File: src/hw/spi_ss_pkg.sv
// Constants and carrier types of the slave-select control block
`default_nettype none
package spi_ss_pkg;
	localparam int unsigned CLK_PERIOD_NS = 10;
	localparam int unsigned SCK_HALF_NS   = 40;
	localparam int unsigned SCK_HALF_CYC  =
		(SCK_HALF_NS + CLK_PERIOD_NS - 1) / CLK_PERIOD_NS;
	localparam int unsigned DIV_W         = 3;
	localparam int unsigned DATA_W        = 8;
	localparam logic [DIV_W-1:0] DIV_RST  = 3'h0;
	localparam logic [DIV_W-1:0] DIV_LAST = DIV_W'(SCK_HALF_CYC - 1);
	localparam logic [2:0] CNT_RST        = 3'h0;
	localparam logic [2:0] LAST_BIT       = 3'h7;
	localparam logic [7:0] DATA_RST       = 8'h00;
	localparam logic [1:0] RXQ_EMPTY      = 2'h0;
	localparam logic [1:0] RXQ_FULL       = 2'h2;
	localparam logic [3:0] PINS_IN        = 4'hF;
	localparam logic [3:0] PINS_LOW       = 4'h0;

	typedef enum logic [1:0] {M_IDLE, M_LOW, M_HIGH} mstate_e;

	typedef struct packed {
		logic ss;
		logic sck;
		logic mosi;
		logic miso;
	} pin_bus_s;

	typedef struct packed {
		pin_bus_s            s1;
		pin_bus_s            s2;
		logic                sck_d;
		logic                master;
		logic                flag;
		mstate_e             mst;
		logic [DIV_W-1:0]    div;
		logic [2:0]          cnt;
		logic                mbit;
		logic [DATA_W-1:0]   shift;
		logic [DATA_W-1:0]   tx_hold;
		logic [1:0][DATA_W-1:0] rxq;
		logic                rx_wp;
		logic                rx_rp;
		logic [1:0]          rx_cnt;
		pin_bus_s            val;
		pin_bus_s            oe_n;
	} state_s;
endpackage : spi_ss_pkg
`default_nettype wire

File: src/hw/spi_ss_ctrl.sv
// Slave-select control with a small shifter and receive buffer
//
// Operation
// - A slave seeing select high clears its bit counter and drops partial bits at once.
// - As slave the select pin is always an input.
// - Slave with select low is active and drives MISO only if the user asks; rest are inputs.
// - Slave with select high keeps all pins as inputs and receives nothing.
// - As master the select pin direction is the user's own choice.
// - Master with select as output treats it as a plain output with no effect on the unit.
// - Select driven low on a master whose select is an input clears the master bit.
// - That forced switch returns MOSI and SCK to inputs.
// - The forced switch sets the done flag; an interrupt needs both enables.
// - After the forced switch only a software write brings master mode back.
// - A slave with select high accepts new data but shifts nothing out.
// - The done flag is set after each full byte in both modes.
`default_nettype none
module spi_ss_ctrl (
	input  wire logic                        clk,
	input  wire logic                        rstn,
	input  wire spi_ss_pkg::pin_bus_s        pin_in,
	output var  spi_ss_pkg::pin_bus_s        pin_out,
	output var  spi_ss_pkg::pin_bus_s        pin_oe_n,
	input  wire spi_ss_pkg::pin_bus_s        pin_dir,
	input  wire logic                        ss_level,
	input  wire logic                        serial_unit_enable,
	input  wire logic                        master_wr,
	input  wire logic                        master_wdata,
	output logic                             master_select_bit,
	output logic                             transfer_done_flag,
	input  wire logic                        flag_clr,
	input  wire logic                        transfer_irq_enable,
	input  wire logic                        global_irq_enable,
	output logic                             irq,
	input  wire logic                        tx_valid,
	input  wire logic [spi_ss_pkg::DATA_W-1:0] tx_data,
	output logic                             tx_ready,
	output logic                             rx_valid,
	output logic [spi_ss_pkg::DATA_W-1:0]    rx_data,
	input  wire logic                        rx_ready
);
	spi_ss_pkg::state_s                st;
	spi_ss_pkg::state_s                next_st;
	logic                              loss;
	logic                              active;
	logic                              rise;
	logic                              rx_full;
	logic                              tx_take;
	logic                              pop;
	logic                              done;
	logic                              push;
	logic [spi_ss_pkg::DATA_W-1:0]     push_data;

	// Only the second sync stage is ever read
	assign loss    = serial_unit_enable & st.master & ~pin_dir.ss & ~st.s2.ss;
	assign active  = serial_unit_enable & ~st.master & ~st.s2.ss;
	assign rise    = st.s2.sck & ~st.sck_d;
	assign rx_full = st.rx_cnt == spi_ss_pkg::RXQ_FULL;
	// Master stalls its next byte while the buffer is full
	assign tx_ready = ~st.master | ((st.mst == spi_ss_pkg::M_IDLE) & ~rx_full);
	assign tx_take  = tx_valid & tx_ready;
	assign rx_valid = st.rx_cnt != spi_ss_pkg::RXQ_EMPTY;
	assign rx_data  = st.rxq[st.rx_rp];
	assign pop      = rx_valid & rx_ready;

	assign master_select_bit  = st.master;
	assign transfer_done_flag = st.flag;
	assign irq      = st.flag & transfer_irq_enable & global_irq_enable;
	assign pin_out  = st.val;
	assign pin_oe_n = st.oe_n;

	always_comb begin
		next_st   = st;
		done      = 1'b0;
		push_data = st.shift;
		push      = 1'b0;
		next_st.s1    = pin_in;
		next_st.s2    = st.s1;
		next_st.sck_d = st.s2.sck;
		if (st.master & serial_unit_enable) begin
			case (st.mst)
				spi_ss_pkg::M_IDLE: begin
					if (tx_take) begin
						next_st.shift = tx_data;
						next_st.cnt   = spi_ss_pkg::CNT_RST;
						next_st.div   = spi_ss_pkg::DIV_RST;
						next_st.mst   = spi_ss_pkg::M_LOW;
					end
				end
				spi_ss_pkg::M_LOW: begin
					next_st.div = st.div + 3'h1;
					if (st.div == spi_ss_pkg::DIV_LAST) begin
						next_st.div  = spi_ss_pkg::DIV_RST;
						next_st.mst  = spi_ss_pkg::M_HIGH;
						next_st.mbit = st.s2.miso;
					end
				end
				spi_ss_pkg::M_HIGH: begin
					next_st.div = st.div + 3'h1;
					if (st.div == spi_ss_pkg::DIV_LAST) begin
						// Shift on the falling edge so MOSI is stable at the rise
						next_st.div   = spi_ss_pkg::DIV_RST;
						push_data     = {st.shift[6:0], st.mbit};
						next_st.shift = push_data;
						if (st.cnt == spi_ss_pkg::LAST_BIT) begin
							done        = 1'b1;
							next_st.mst = spi_ss_pkg::M_IDLE;
						end else begin
							next_st.cnt = st.cnt + 3'h1;
							next_st.mst = spi_ss_pkg::M_LOW;
						end
					end
				end
				default: next_st.mst = spi_ss_pkg::M_IDLE;
			endcase
		end else begin
			next_st.mst = spi_ss_pkg::M_IDLE;
			if (tx_take & ~st.master) begin
				next_st.tx_hold = tx_data;
			end
			if (!active) begin
				// Idle slave: counter cleared, partial bits dropped
				next_st.cnt   = spi_ss_pkg::CNT_RST;
				next_st.shift = next_st.tx_hold;
			end else if (rise) begin
				push_data     = {st.shift[6:0], st.s2.mosi};
				next_st.shift = push_data;
				if (st.cnt == spi_ss_pkg::LAST_BIT) begin
					done          = 1'b1;
					next_st.cnt   = spi_ss_pkg::CNT_RST;
					next_st.shift = st.tx_hold;
				end else begin
					next_st.cnt = st.cnt + 3'h1;
				end
			end
		end
		if (loss) begin
			next_st.master = 1'b0;
			next_st.mst    = spi_ss_pkg::M_IDLE;
			next_st.cnt    = spi_ss_pkg::CNT_RST;
		end
		// Only software can raise the master bit again
		if (master_wr) begin
			next_st.master = master_wdata;
		end
		// A new event wins over a clear in the same cycle
		next_st.flag = done | loss | (st.flag & ~flag_clr);
		// Overrun: a byte finished while both entries are full is dropped
		push = done & ~rx_full;
		if (push) begin
			next_st.rxq[st.rx_wp] = push_data;
			next_st.rx_wp         = ~st.rx_wp;
		end
		if (pop) begin
			next_st.rx_rp = ~st.rx_rp;
		end
		case ({push, pop})
			2'b10:   next_st.rx_cnt = st.rx_cnt + 2'h1;
			2'b01:   next_st.rx_cnt = st.rx_cnt - 2'h1;
			default: next_st.rx_cnt = st.rx_cnt;
		endcase
		// Pin drive follows the next mode so a lost master lets go at once
		next_st.val.ss   = ss_level;
		next_st.val.sck  = 1'b0;
		next_st.val.mosi = 1'b0;
		next_st.val.miso = 1'b0;
		next_st.oe_n     = ~pin_dir;
		if (serial_unit_enable & next_st.master) begin
			next_st.oe_n.ss   = ~pin_dir.ss;
			next_st.val.sck   = next_st.mst == spi_ss_pkg::M_HIGH;
			next_st.val.mosi  = next_st.shift[7];
			next_st.oe_n.miso = 1'b1;
		end else if (serial_unit_enable) begin
			next_st.oe_n      = spi_ss_pkg::PINS_IN;
			next_st.val.miso  = next_st.shift[7];
			next_st.oe_n.miso = ~(active & ~loss & pin_dir.miso);
		end
	end

	always_ff @(posedge clk or negedge rstn) begin
		if (!rstn) begin
			st         <= '0;
			st.s1      <= spi_ss_pkg::PINS_IN;
			st.s2      <= spi_ss_pkg::PINS_IN;
			// Same level as the synchroniser reset, so no false rise after reset
			st.sck_d   <= 1'b1;
			st.mst     <= spi_ss_pkg::M_IDLE;
			st.div     <= spi_ss_pkg::DIV_RST;
			st.cnt     <= spi_ss_pkg::CNT_RST;
			st.shift   <= spi_ss_pkg::DATA_RST;
			st.tx_hold <= spi_ss_pkg::DATA_RST;
			st.rx_cnt  <= spi_ss_pkg::RXQ_EMPTY;
			st.val     <= spi_ss_pkg::PINS_LOW;
			st.oe_n    <= spi_ss_pkg::PINS_IN;
		end else begin
			st <= next_st;
		end
	end

	logic lost_now;
	assign lost_now = loss & ~master_wr;
endmodule : spi_ss_ctrl
`default_nettype wire

File: config.mk
export PLATFORM = sky130hd
export DESIGN_NAME = spi_ss_ctrl
export DESIGN_NICKNAME = d
export VERILOG_FILES = /design/src/hw/spi_ss_pkg.sv /design/src/hw/spi_ss_ctrl.sv
export SDC_FILE = /design/constraint.sdc
export NUM_CORES = 1
export LEC_CHECK = 0
export BUFFER_PORTS_ARGS = -buffer_cell sky130_fd_sc_hd__buf_2
export CORE_MARGIN = 4
export CORE_UTILIZATION = 64
export CTS_BUF_LIST = sky130_fd_sc_hd__clkbuf_8
export CTS_CLUSTER_DIAMETER = 60
export DETAILED_ROUTE_END_ITERATION = 10
export PLACE_DENSITY = 0.88
export SLEW_MARGIN = 20
export SYNTH_ARGS = -nofsm -noshare
export SYNTH_HDL_FRONTEND = slang
export SYNTH_SLANG_ARGS = --single-unit
File: constraint.sdc
create_clock -name clk -period 5.5 [get_ports clk]
set_input_delay 1.1 -clock clk [delete_from_list [all_inputs] [get_ports clk]]
set_output_delay 1.1 -clock clk [all_outputs]
set_load 0.01 [all_outputs]
[Word-level counts from Yosys, hierarchy flattened]
Index checks and enable logic that the tools add are counted.
Storage, ports and cells
  register bits after elaboration: 64
  input bits: 27
  word-level logic and storage cells: 142
Operators by class
  add/subtract/negate cells: 4
  order comparisons: 3
  eq/ne operators: 17
  mux-type cells: 47
  bitwise gates (word level): 31
  reductions and logical operators: 9
Operator list (number)
  8-bit two-way mux: 16
  3-bit two-way mux: 6
  1-bit bitwise AND: 17
  16-bit bitwise mux: 1
  8-bit case mux with 2 select lines: 1
  1-bit two-way mux: 12
  4-bit != test, second input constant: 3
  5-bit two-way mux: 2
  1-bit inverter: 10
  3-bit case mux with 3 select lines: 1
  3-bit AND reduction: 3
  8-bit demux with 1-bit select: 1
  2-bit == test, second input constant: 4
  2-bit two-way mux: 4
  4-bit by 2-bit != test with 1-bit output, second input constant: 2
  3-bit by 1-bit adder with 3-bit output, second input constant: 2
  3-bit by 1-bit != test with 1-bit output, second input constant: 2
  2-bit case mux with 3 select lines: 1
  3-bit case mux with 2 select lines: 1
  5-bit AND reduction: 1
  2-bit by 1-bit == test with 1-bit output, second input constant: 2
  1-bit by 2-bit less-than comparator with 1-bit output, second input constant: 2
  4-bit inverter: 1
  2-bit case mux with 2 select lines: 1
  12 further kinds: 15

[Longest topological paths before layout]
Gate-level depths: netlist (run 1).
  depth in word-level cells: 11
  depth in mapped cells: 11
  gate-level depth less buffers: 9

[Worst setup path after synthesis (run 1)]
OpenSTA, ideal clock, no wires.
  path kind: input-to-reg
  from: input serial_unit_enable
  to: register st[9] in the netlist's numbering
  arrival time: 2646 ps
  slack: 2774 ps
  cell stages on the path: 10
  cell sequence: nand2b_1 -> buf_6 -> or3_1 -> buf_6 -> o21ai_4 -> buf_12 -> nand3_1 -> ha_1 -> nor2_1 -> xor2_1
On the way
  word-level cells in the longest chain between the ends: 7
  elaborated cells between the ends (all ways): 10
RTL lines
  from (decl): line spi_ss_ctrl.sv:25  | input wire logic serial_unit_enable,
  1-bit bitwise AND (2 in a row): line spi_ss_ctrl.sv:55  | assign active = serial_unit_enable & ~st.master & ~st.s2.ss;
  1-bit two-way mux: line spi_ss_ctrl.sv:120  | if (!active) begin
  1-bit two-way mux (*): line spi_ss_ctrl.sv:79  | if (st.master & serial_unit_enable) begin
  1-bit bitwise AND (*): line spi_ss_ctrl.sv:148  | push = done & ~rx_full;
  2-bit by 1-bit == test with 1-bit output or 2-bit == test (tied branches): line spi_ss_ctrl.sv:156  | case ({push, pop})
  2-bit case mux with 2 select lines or 2-bit nonzero test (tied branches)
  to (signal assigned): line spi_ss_ctrl.sv:195  | st <= next_st;
  to (decl): line spi_ss_ctrl.sv:41  | spi_ss_pkg::state_s st;
Mark *: on every way between the ends. The rest lies on a longest branch, timed or not.
A chain may end at the register's enable or synchronous reset.

[Worst setup path in the final report (run 1)]
Ends and elaborated chain as after synthesis.

==> results of run 1 <==
## registers in the layout (all words and copies together), names as in the netlist
register and count:
transfer_done_flag 1, st 49, master_select_bit 1, next_st 5
pin_oe_n 4, pin_out 4
## area by class of cell
| class | count | area (um2) | area share, % |
|---|---|---|---|
| well taps | 70 | 87.6 | 2.31 |
| clock inverters | 3 | 38.8 | 1.02 |
| multi-input cells | 208 | 1570 | 41.6 |
| clock buffers | 13 | 179 | 4.73 |
| flip-flops and latches | 64 | 1620 | 42.7 |
| repair buffers | 48 | 243 | 6.41 |
| inverters | 12 | 45.0 | 1.19 |
## final timing paths
check                                        to  slack [ps]  depth (start not counted)
setup / recovery              st[9]$_DFFE_PN0P_        2470                          9
hold / removal                 st[56]$_DFF_PN1_         360                          0
setup reg to reg           pin_out[0]$_DFF_PN0_        2910                          5
hold reg to reg                st[56]$_DFF_PN1_         360                          0
max in group asynchronous      st[52]$_DFF_PN0_        4050                          2
min in group asynchronous    st[47]$_DFFE_PN0P_         920                          2
## layer usage
layer	up-vias	GRT usage, %	wire [um]
met5	-	0	0
met4	0	7.77	83
met3	9	6.17	470
met2	98	36.0	3330
met1	1209	31.5	3130
li1	1170	-	-
## per-stage QoR
step	power, mW	instance area (um2)	hold WS, ps
2_1_floorplan	0.729	3380	345
3_3_place_gp	0.786	3570	346
3_5_place_dp	0.797	3570	348
4_1_cts	1.22	3780	357
5_1_grt	1.28	3780	360
6_report	1.21	3780	356
## where the power goes
group | switching (mW) | internal [mW] | total (mW)
clock | 0.167 | 0.256 | 0.423
combinational | 0.111 | 0.101 | 0.212
sequential | 0.0604 | 0.519 | 0.579
total | 0.338 | 0.876 | 1.21
## Yosys cell counts (7+ instances only)
cell      number  area share [%]
o22ai_1        9             1.7
o21ai_0       22             3.3
ha_1           8             3.0
o221ai_1       9             2.3
nor2_1        16             1.8
a21boi_0       7             1.6
nand2_1       21             2.3
mux2i_1       11             3.3
dfrtp_1       51              38
mux2_2        41              14
clkbuf_1      10             1.1
buf_4          9             2.0
dfstp_2       13              10
inv_1         12             1.3
a21oi_1        9             1.3
## layout by cell type, fill, tap and decap left out, types with 7 or more instances in the layout
| cell type | synthesis | routed |
|---|---|---|
| mux2_2 | 41 | 41 |
| dfrtp_1 | 51 | 51 |
| nand2_1 | 21 | 21 |
| mux2i_1 | 11 | 11 |
| a21oi_1 | 9 | 9 |
| buf_2 | 0 | 47 |
| o21ai_0 | 22 | 22 |
| ha_1 | 8 | 8 |
| clkbuf_8 | 0 | 13 |
| o221ai_1 | 9 | 9 |
| a21boi_0 | 7 | 7 |
| dfstp_2 | 13 | 13 |
| o22ai_1 | 9 | 9 |
| inv_1 | 12 | 13 |
| nor2_1 | 16 | 16 |
## cells by family after synthesis
logic type | count (synthesis) | synth area share (%)
buffers and inverters | 34 | 5.69
muxes | 52 | 16.9
adders and majority gates | 8 | 2.96
AOI/OAI and AO/OA | 71 | 14.0
and+or+nand+nor | 72 | 11.3
xor gates and xnor gates | 5 | 1.29
DFF | 64 | 47.8
==> run_results.csv, run 1 <==
group,metric,value,unit
placed_design,routabilityCongestion,0.852,
synth,synth_area,3380,um2
flow_run,cap_violations,0,
timing,finClkSkew,5.32,ps
power,p_per_area,321,nW/um2
timing,finalSetupViolCount,0,
global_routing,grt_util_all_layers,23.1,%
drt,ant_nets,0,
clocking,cts-buffers-inserted,9,
worst_setup_path,crit_chain,"buf_2, nand2b_1, or3_1, o21ai_4, nand3_1, ha_1, xnor2_1, nor2_1, xor2_1",
worst_setup_path,start_kind,"input port",
finish,insertedDiodeCount,0,
synth,synthFlopType,"dfrtp_1",
floorplanning,core_area,5110,um2
synth,synth_edf_count,0,
worst_setup_path,r2r-start,"master_select_bit$_DFF_PN0_",
finish,utilization,74.1,%
drt,vias_per_cell,5.95,
finish,fill_cells,358,
worst_setup_path,worst-path-buf-inv,1,
floorplanning,die_y,80.7,um
clocking,clk_pin_slew,60,ps
clocking,htree_levels,3,
worst_hold_path,holdCritStartpoint,"next_st[56]$_DFF_PN1_",
clocking,cts_sinks,64,
placed_design,portBuffers,47,
drt,vias,2486,
timing,slew_headroom,41.8,%
clocking,cts_resized,0,
timing,max_clock_freq,330,MHz
global_routing,grt_pass1_wl,11500,um
floorplanning,floorplan.initialDensity,66.3,%
worst_setup_path,critical_path_class,"input port to register",
timing,final.min_clock_period,3030,ps
clocking,clock_latency,330,ps
placed_design,dp_hpwl,4800,um
timing,fin_ws,2470,ps
worst_hold_path,hp-class,"register to register",
placed_design,pre_cts_ws,2180,ps
drt,dr.pass1.iters,4,
synth,synthCells,306,
floorplanning,row_count,26,
finish,stdcell_count,418,
worst_setup_path,cp.required,5760,ps
worst_setup_path,crit_path_max_fanout,13,
worst_setup_path,worstSetupStartpoint,"serial_unit_enable",
timing,drv_slew,0,
placed_design,dp.cells,402,
timing,hold_viol,0,
finish,fin_nets,378,
worst_setup_path,critPathCaptureType,"register",
clocking,cts_tree,"yes",
worst_setup_path,cp_slowest_stage_delay,580,ps
synth,async_reset_ff_share,100,%
drt,drt-initial-drc-count,272,
synth,synth_area_per_cell,11.1,um2
finish,syn2layout_area_growth,11.8,%
global_routing,grt-ovfl-total,0,
run_status,outcome,"finished, final reports clean",
clocking,clock_path_buffers,2,
timing,fin_tns_setup,0,ps
global_routing,grt_start_max_net_pins,65,
timing,rsz0062_at_grt,"no",
worst_setup_path,crit_family,"simple AND/OR/NAND/NOR gates",
floorplanning,fp.dieW,80.7,um
drt,avgRoutedWirePerCell,16.8,um
power,ir_worst_vdd,193,uV
global_routing,first_global_vias,2455,
timing,period_share,55.1,%
synth,syn_nets,341,
synth,yosys.cell_types.count,43,
floorplanning,die-area,6520,um2
drt,post-route-drc-count,0,
synth,synth-seq-area-share,47.8,%
worst_setup_path,cp_slowest_cell,"or3_1",
power,p_leak,1.78,nW
worst_setup_path,crit_arrival,3290,ps
finish,drive_gt1_share,35.1,%
drt,wl,7010,um
floorplanning,ioPinCount,48,
clocking,postCtsSetupRepairBufs,0,
timing,worst_pin_slew,873,ps
clocking,cts_root_buf,"clkbuf_8",
clocking,cts_hold_buf,0,
synth,yosys_warnings,0,
synth,yosys_register_bits,64,
global_routing,antenna_found_initial,0,
Power figures use the tool's default switching activity.
==> inputs of run 2 (changes only) <==
--- a/config.mk
+++ b/config.mk
@@ -7,11 +7,11 @@
 export LEC_CHECK = 0
 export BUFFER_PORTS_ARGS = -buffer_cell sky130_fd_sc_hd__buf_2
 export CORE_MARGIN = 4
-export CORE_UTILIZATION = 64
+export CORE_UTILIZATION = 59
 export CTS_BUF_LIST = sky130_fd_sc_hd__clkbuf_8
 export CTS_CLUSTER_DIAMETER = 60
 export DETAILED_ROUTE_END_ITERATION = 10
-export PLACE_DENSITY = 0.88
+export PLACE_DENSITY = 0.82
 export SLEW_MARGIN = 20
 export SYNTH_ARGS = -nofsm -noshare
 export SYNTH_HDL_FRONTEND = slang
==> constraint.sdc (replaced) <==
create_clock -name clk -period 3.1 [get_ports clk]
set_input_delay 0.62 -clock clk [delete_from_list [all_inputs] [get_ports clk]]
set_output_delay 0.62 -clock clk [all_outputs]
set_load 0.01 [all_outputs]
==> run_results.csv, run 2 (synthesized netlist as in run 1, its figures left out) <==
group,metric,value,unit
run_status,outcome,"finished, final reports clean",
floorplanning,die_y,83.7,um
global_routing,grt_start_max_net_pins,37,
timing,finClkSkew,7.10,ps
worst_setup_path,critPathCaptureType,"register",
global_routing,antenna_found_initial,0,
drt,vias_per_cell,5.91,
clocking,cts-buffers-inserted,9,
drt,avgRoutedWirePerCell,16.7,um
global_routing,first_global_vias,2524,
clocking,cts_resized,0,
clocking,cts_tree,"yes",
floorplanning,row_count,27,
placed_design,dp.cells,406,
drt,ant_nets,0,
finish,fin_nets,380,
floorplanning,core_area,5540,um2
timing,hold_viol,0,
worst_setup_path,start_kind,"register",
power,p_total,2.07,mW
flow_run,cap_violations,0,
drt,dr.pass1.iters,6,
timing,final.min_clock_period,2530,ps
placed_design,pre_cts_ws,415,ps
worst_setup_path,crit_arrival,2790,ps
worst_setup_path,cp_slowest_stage_delay,490,ps
clocking,cts_hold_buf,0,
timing,drv_slew,0,
worst_setup_path,crit_chain,"inv_1, ha_1, nand3b_1, o21ai_4, nand3_1, ha_1, xnor2_1, nor2_1, xor2_1",
floorplanning,floorplan.initialDensity,61.1,%
floorplanning,ioPinCount,48,
finish,largest_register_ffs,49,
timing,fin_tns_setup,0,ps
power,p_leak,1.78,nW
floorplanning,die-area,7010,um2
global_routing,grt_util_all_layers,21.1,%
finish,insertedDiodeCount,0,
worst_hold_path,hp-class,"input port to asynchronous set/reset pin",
timing,hold_ws,304,ps
finish,drive_gt1_share,34.9,%
clocking,cts_sinks,64,
placed_design,dp_hpwl,5050,um
placed_design,portBuffers,47,
timing,fin_ws,574,ps
worst_setup_path,crit_family,"simple AND/OR/NAND/NOR gates",
worst_setup_path,worst_path_most_repeated_cell,"ha_1",
timing,worst_pin_slew,914,ps
finish,fill_cells,418,
worst_setup_path,cp.required,3360,ps
clocking,clock_latency,340,ps
clocking,cts_root_buf,"clkbuf_8",
worst_setup_path,worst-path-buf-inv,1,
power,p_per_area,547,nW/um2
clocking,htree_levels,3,
timing,finalSetupViolCount,0,
timing,rsz0062_at_grt,"no",
drt,vias,2493,
global_routing,grt-ovfl-total,0,
clocking,clock_path_buffers,2,
worst_setup_path,crit_path_max_fanout,12,
clocking,clk_pin_slew,70,ps
power,ir_worst_vdd,330,uV
timing,slew_headroom,39.1,%
placed_design,routabilityCongestion,0.855,
worst_setup_path,critical_path_class,"register to register",
drt,drt-initial-drc-count,145,
clocking,postCtsSetupRepairBufs,0,
worst_setup_path,cp_slowest_cell,"o21ai_4",
finish,syn2layout_area_growth,11.6,%
finish,mostFrequentLayoutCells,"dfrtp_1 (51), buf_2 (47), mux2_2 (41), o21ai_0 (22), nand2_1 (21)",
timing,max_clock_freq,396,MHz
finish,stdcell_count,422,
drt,post-route-drc-count,0,
finish,final_common_cell,"dfrtp_1",
floorplanning,fp.dieW,83.7,um
timing,period_share,81.5,%
drt,wl,7050,um
finish,top_register,"st",
global_routing,grt_pass1_wl,11800,um
-- run 2: changes by cell type in the layout (fill, tap and decap cells not counted), sizes merged --
| cell | delta |
|---|---|
| clkbuf | -4 |
| buf | +2 |
| clkinv | +2 |
| inv | +2 |
-- run 2: layer usage --
layer	global-route usage (%)	vias to the layer above	share of wire, %
met2	33.2	90	48
met1	27.6	1224	43
met3	6.61	10	7.2
li1	-	1169	-
met5	0	-	0
met4	7.60	0	1.3
-- run 2: metrics by stage --
| step | cell area, um2 | utilization, % |
|---|---|---|
| after floorplan | 3380 | - |
| after global placement | 3600 | 64.9 |
| after detailed placement | 3600 | 64.9 |
| after CTS | 3780 | 68.2 |
| after global routing | 3780 | 68.2 |
| final | 3780 | 68.2 |
-- run 2: worst paths after layout --
check	startpoint	to	slack [ps]	cells after the start
worst max-delay path	st[51]$_DFF_PN0_	st[9]$_DFFE_PN0P_	570	9
worst min-delay path	rstn	pin_out[0]$_DFF_PN0_	300	1
worst max register to register	st[51]$_DFF_PN0_	st[9]$_DFFE_PN0P_	570	9
worst min register to register	next_st[57]$_DFF_PN1_	st[57]$_DFF_PN1_	360	0
max in group asynchronous	rstn	pin_oe_n[0]$_DFF_PN1_	2130	2
min in group clk	next_st[57]$_DFF_PN1_	st[57]$_DFF_PN1_	360	0
-- run 2: power breakdown --
part | switching [mW] | internal, mW | total [mW]
Combinational | 0.194 | 0.182 | 0.376
Clock | 0.302 | 0.358 | 0.660
Sequential | 0.112 | 0.920 | 1.03
-- run 2: area by class of cell --
| type | instances | area, um2 | share of cell area [%] |
|---|---|---|---|
| flip-flops and latches | 64 | 1620 | 42.8 |
| multi-input cells | 208 | 1570 | 41.7 |
| repair buffers | 50 | 270 | 7.15 |
| clock buffers | 9 | 124 | 3.28 |
| well taps | 72 | 90.1 | 2.38 |
| clock inverters | 7 | 56.3 | 1.49 |
| inverters | 12 | 45.0 | 1.19 |
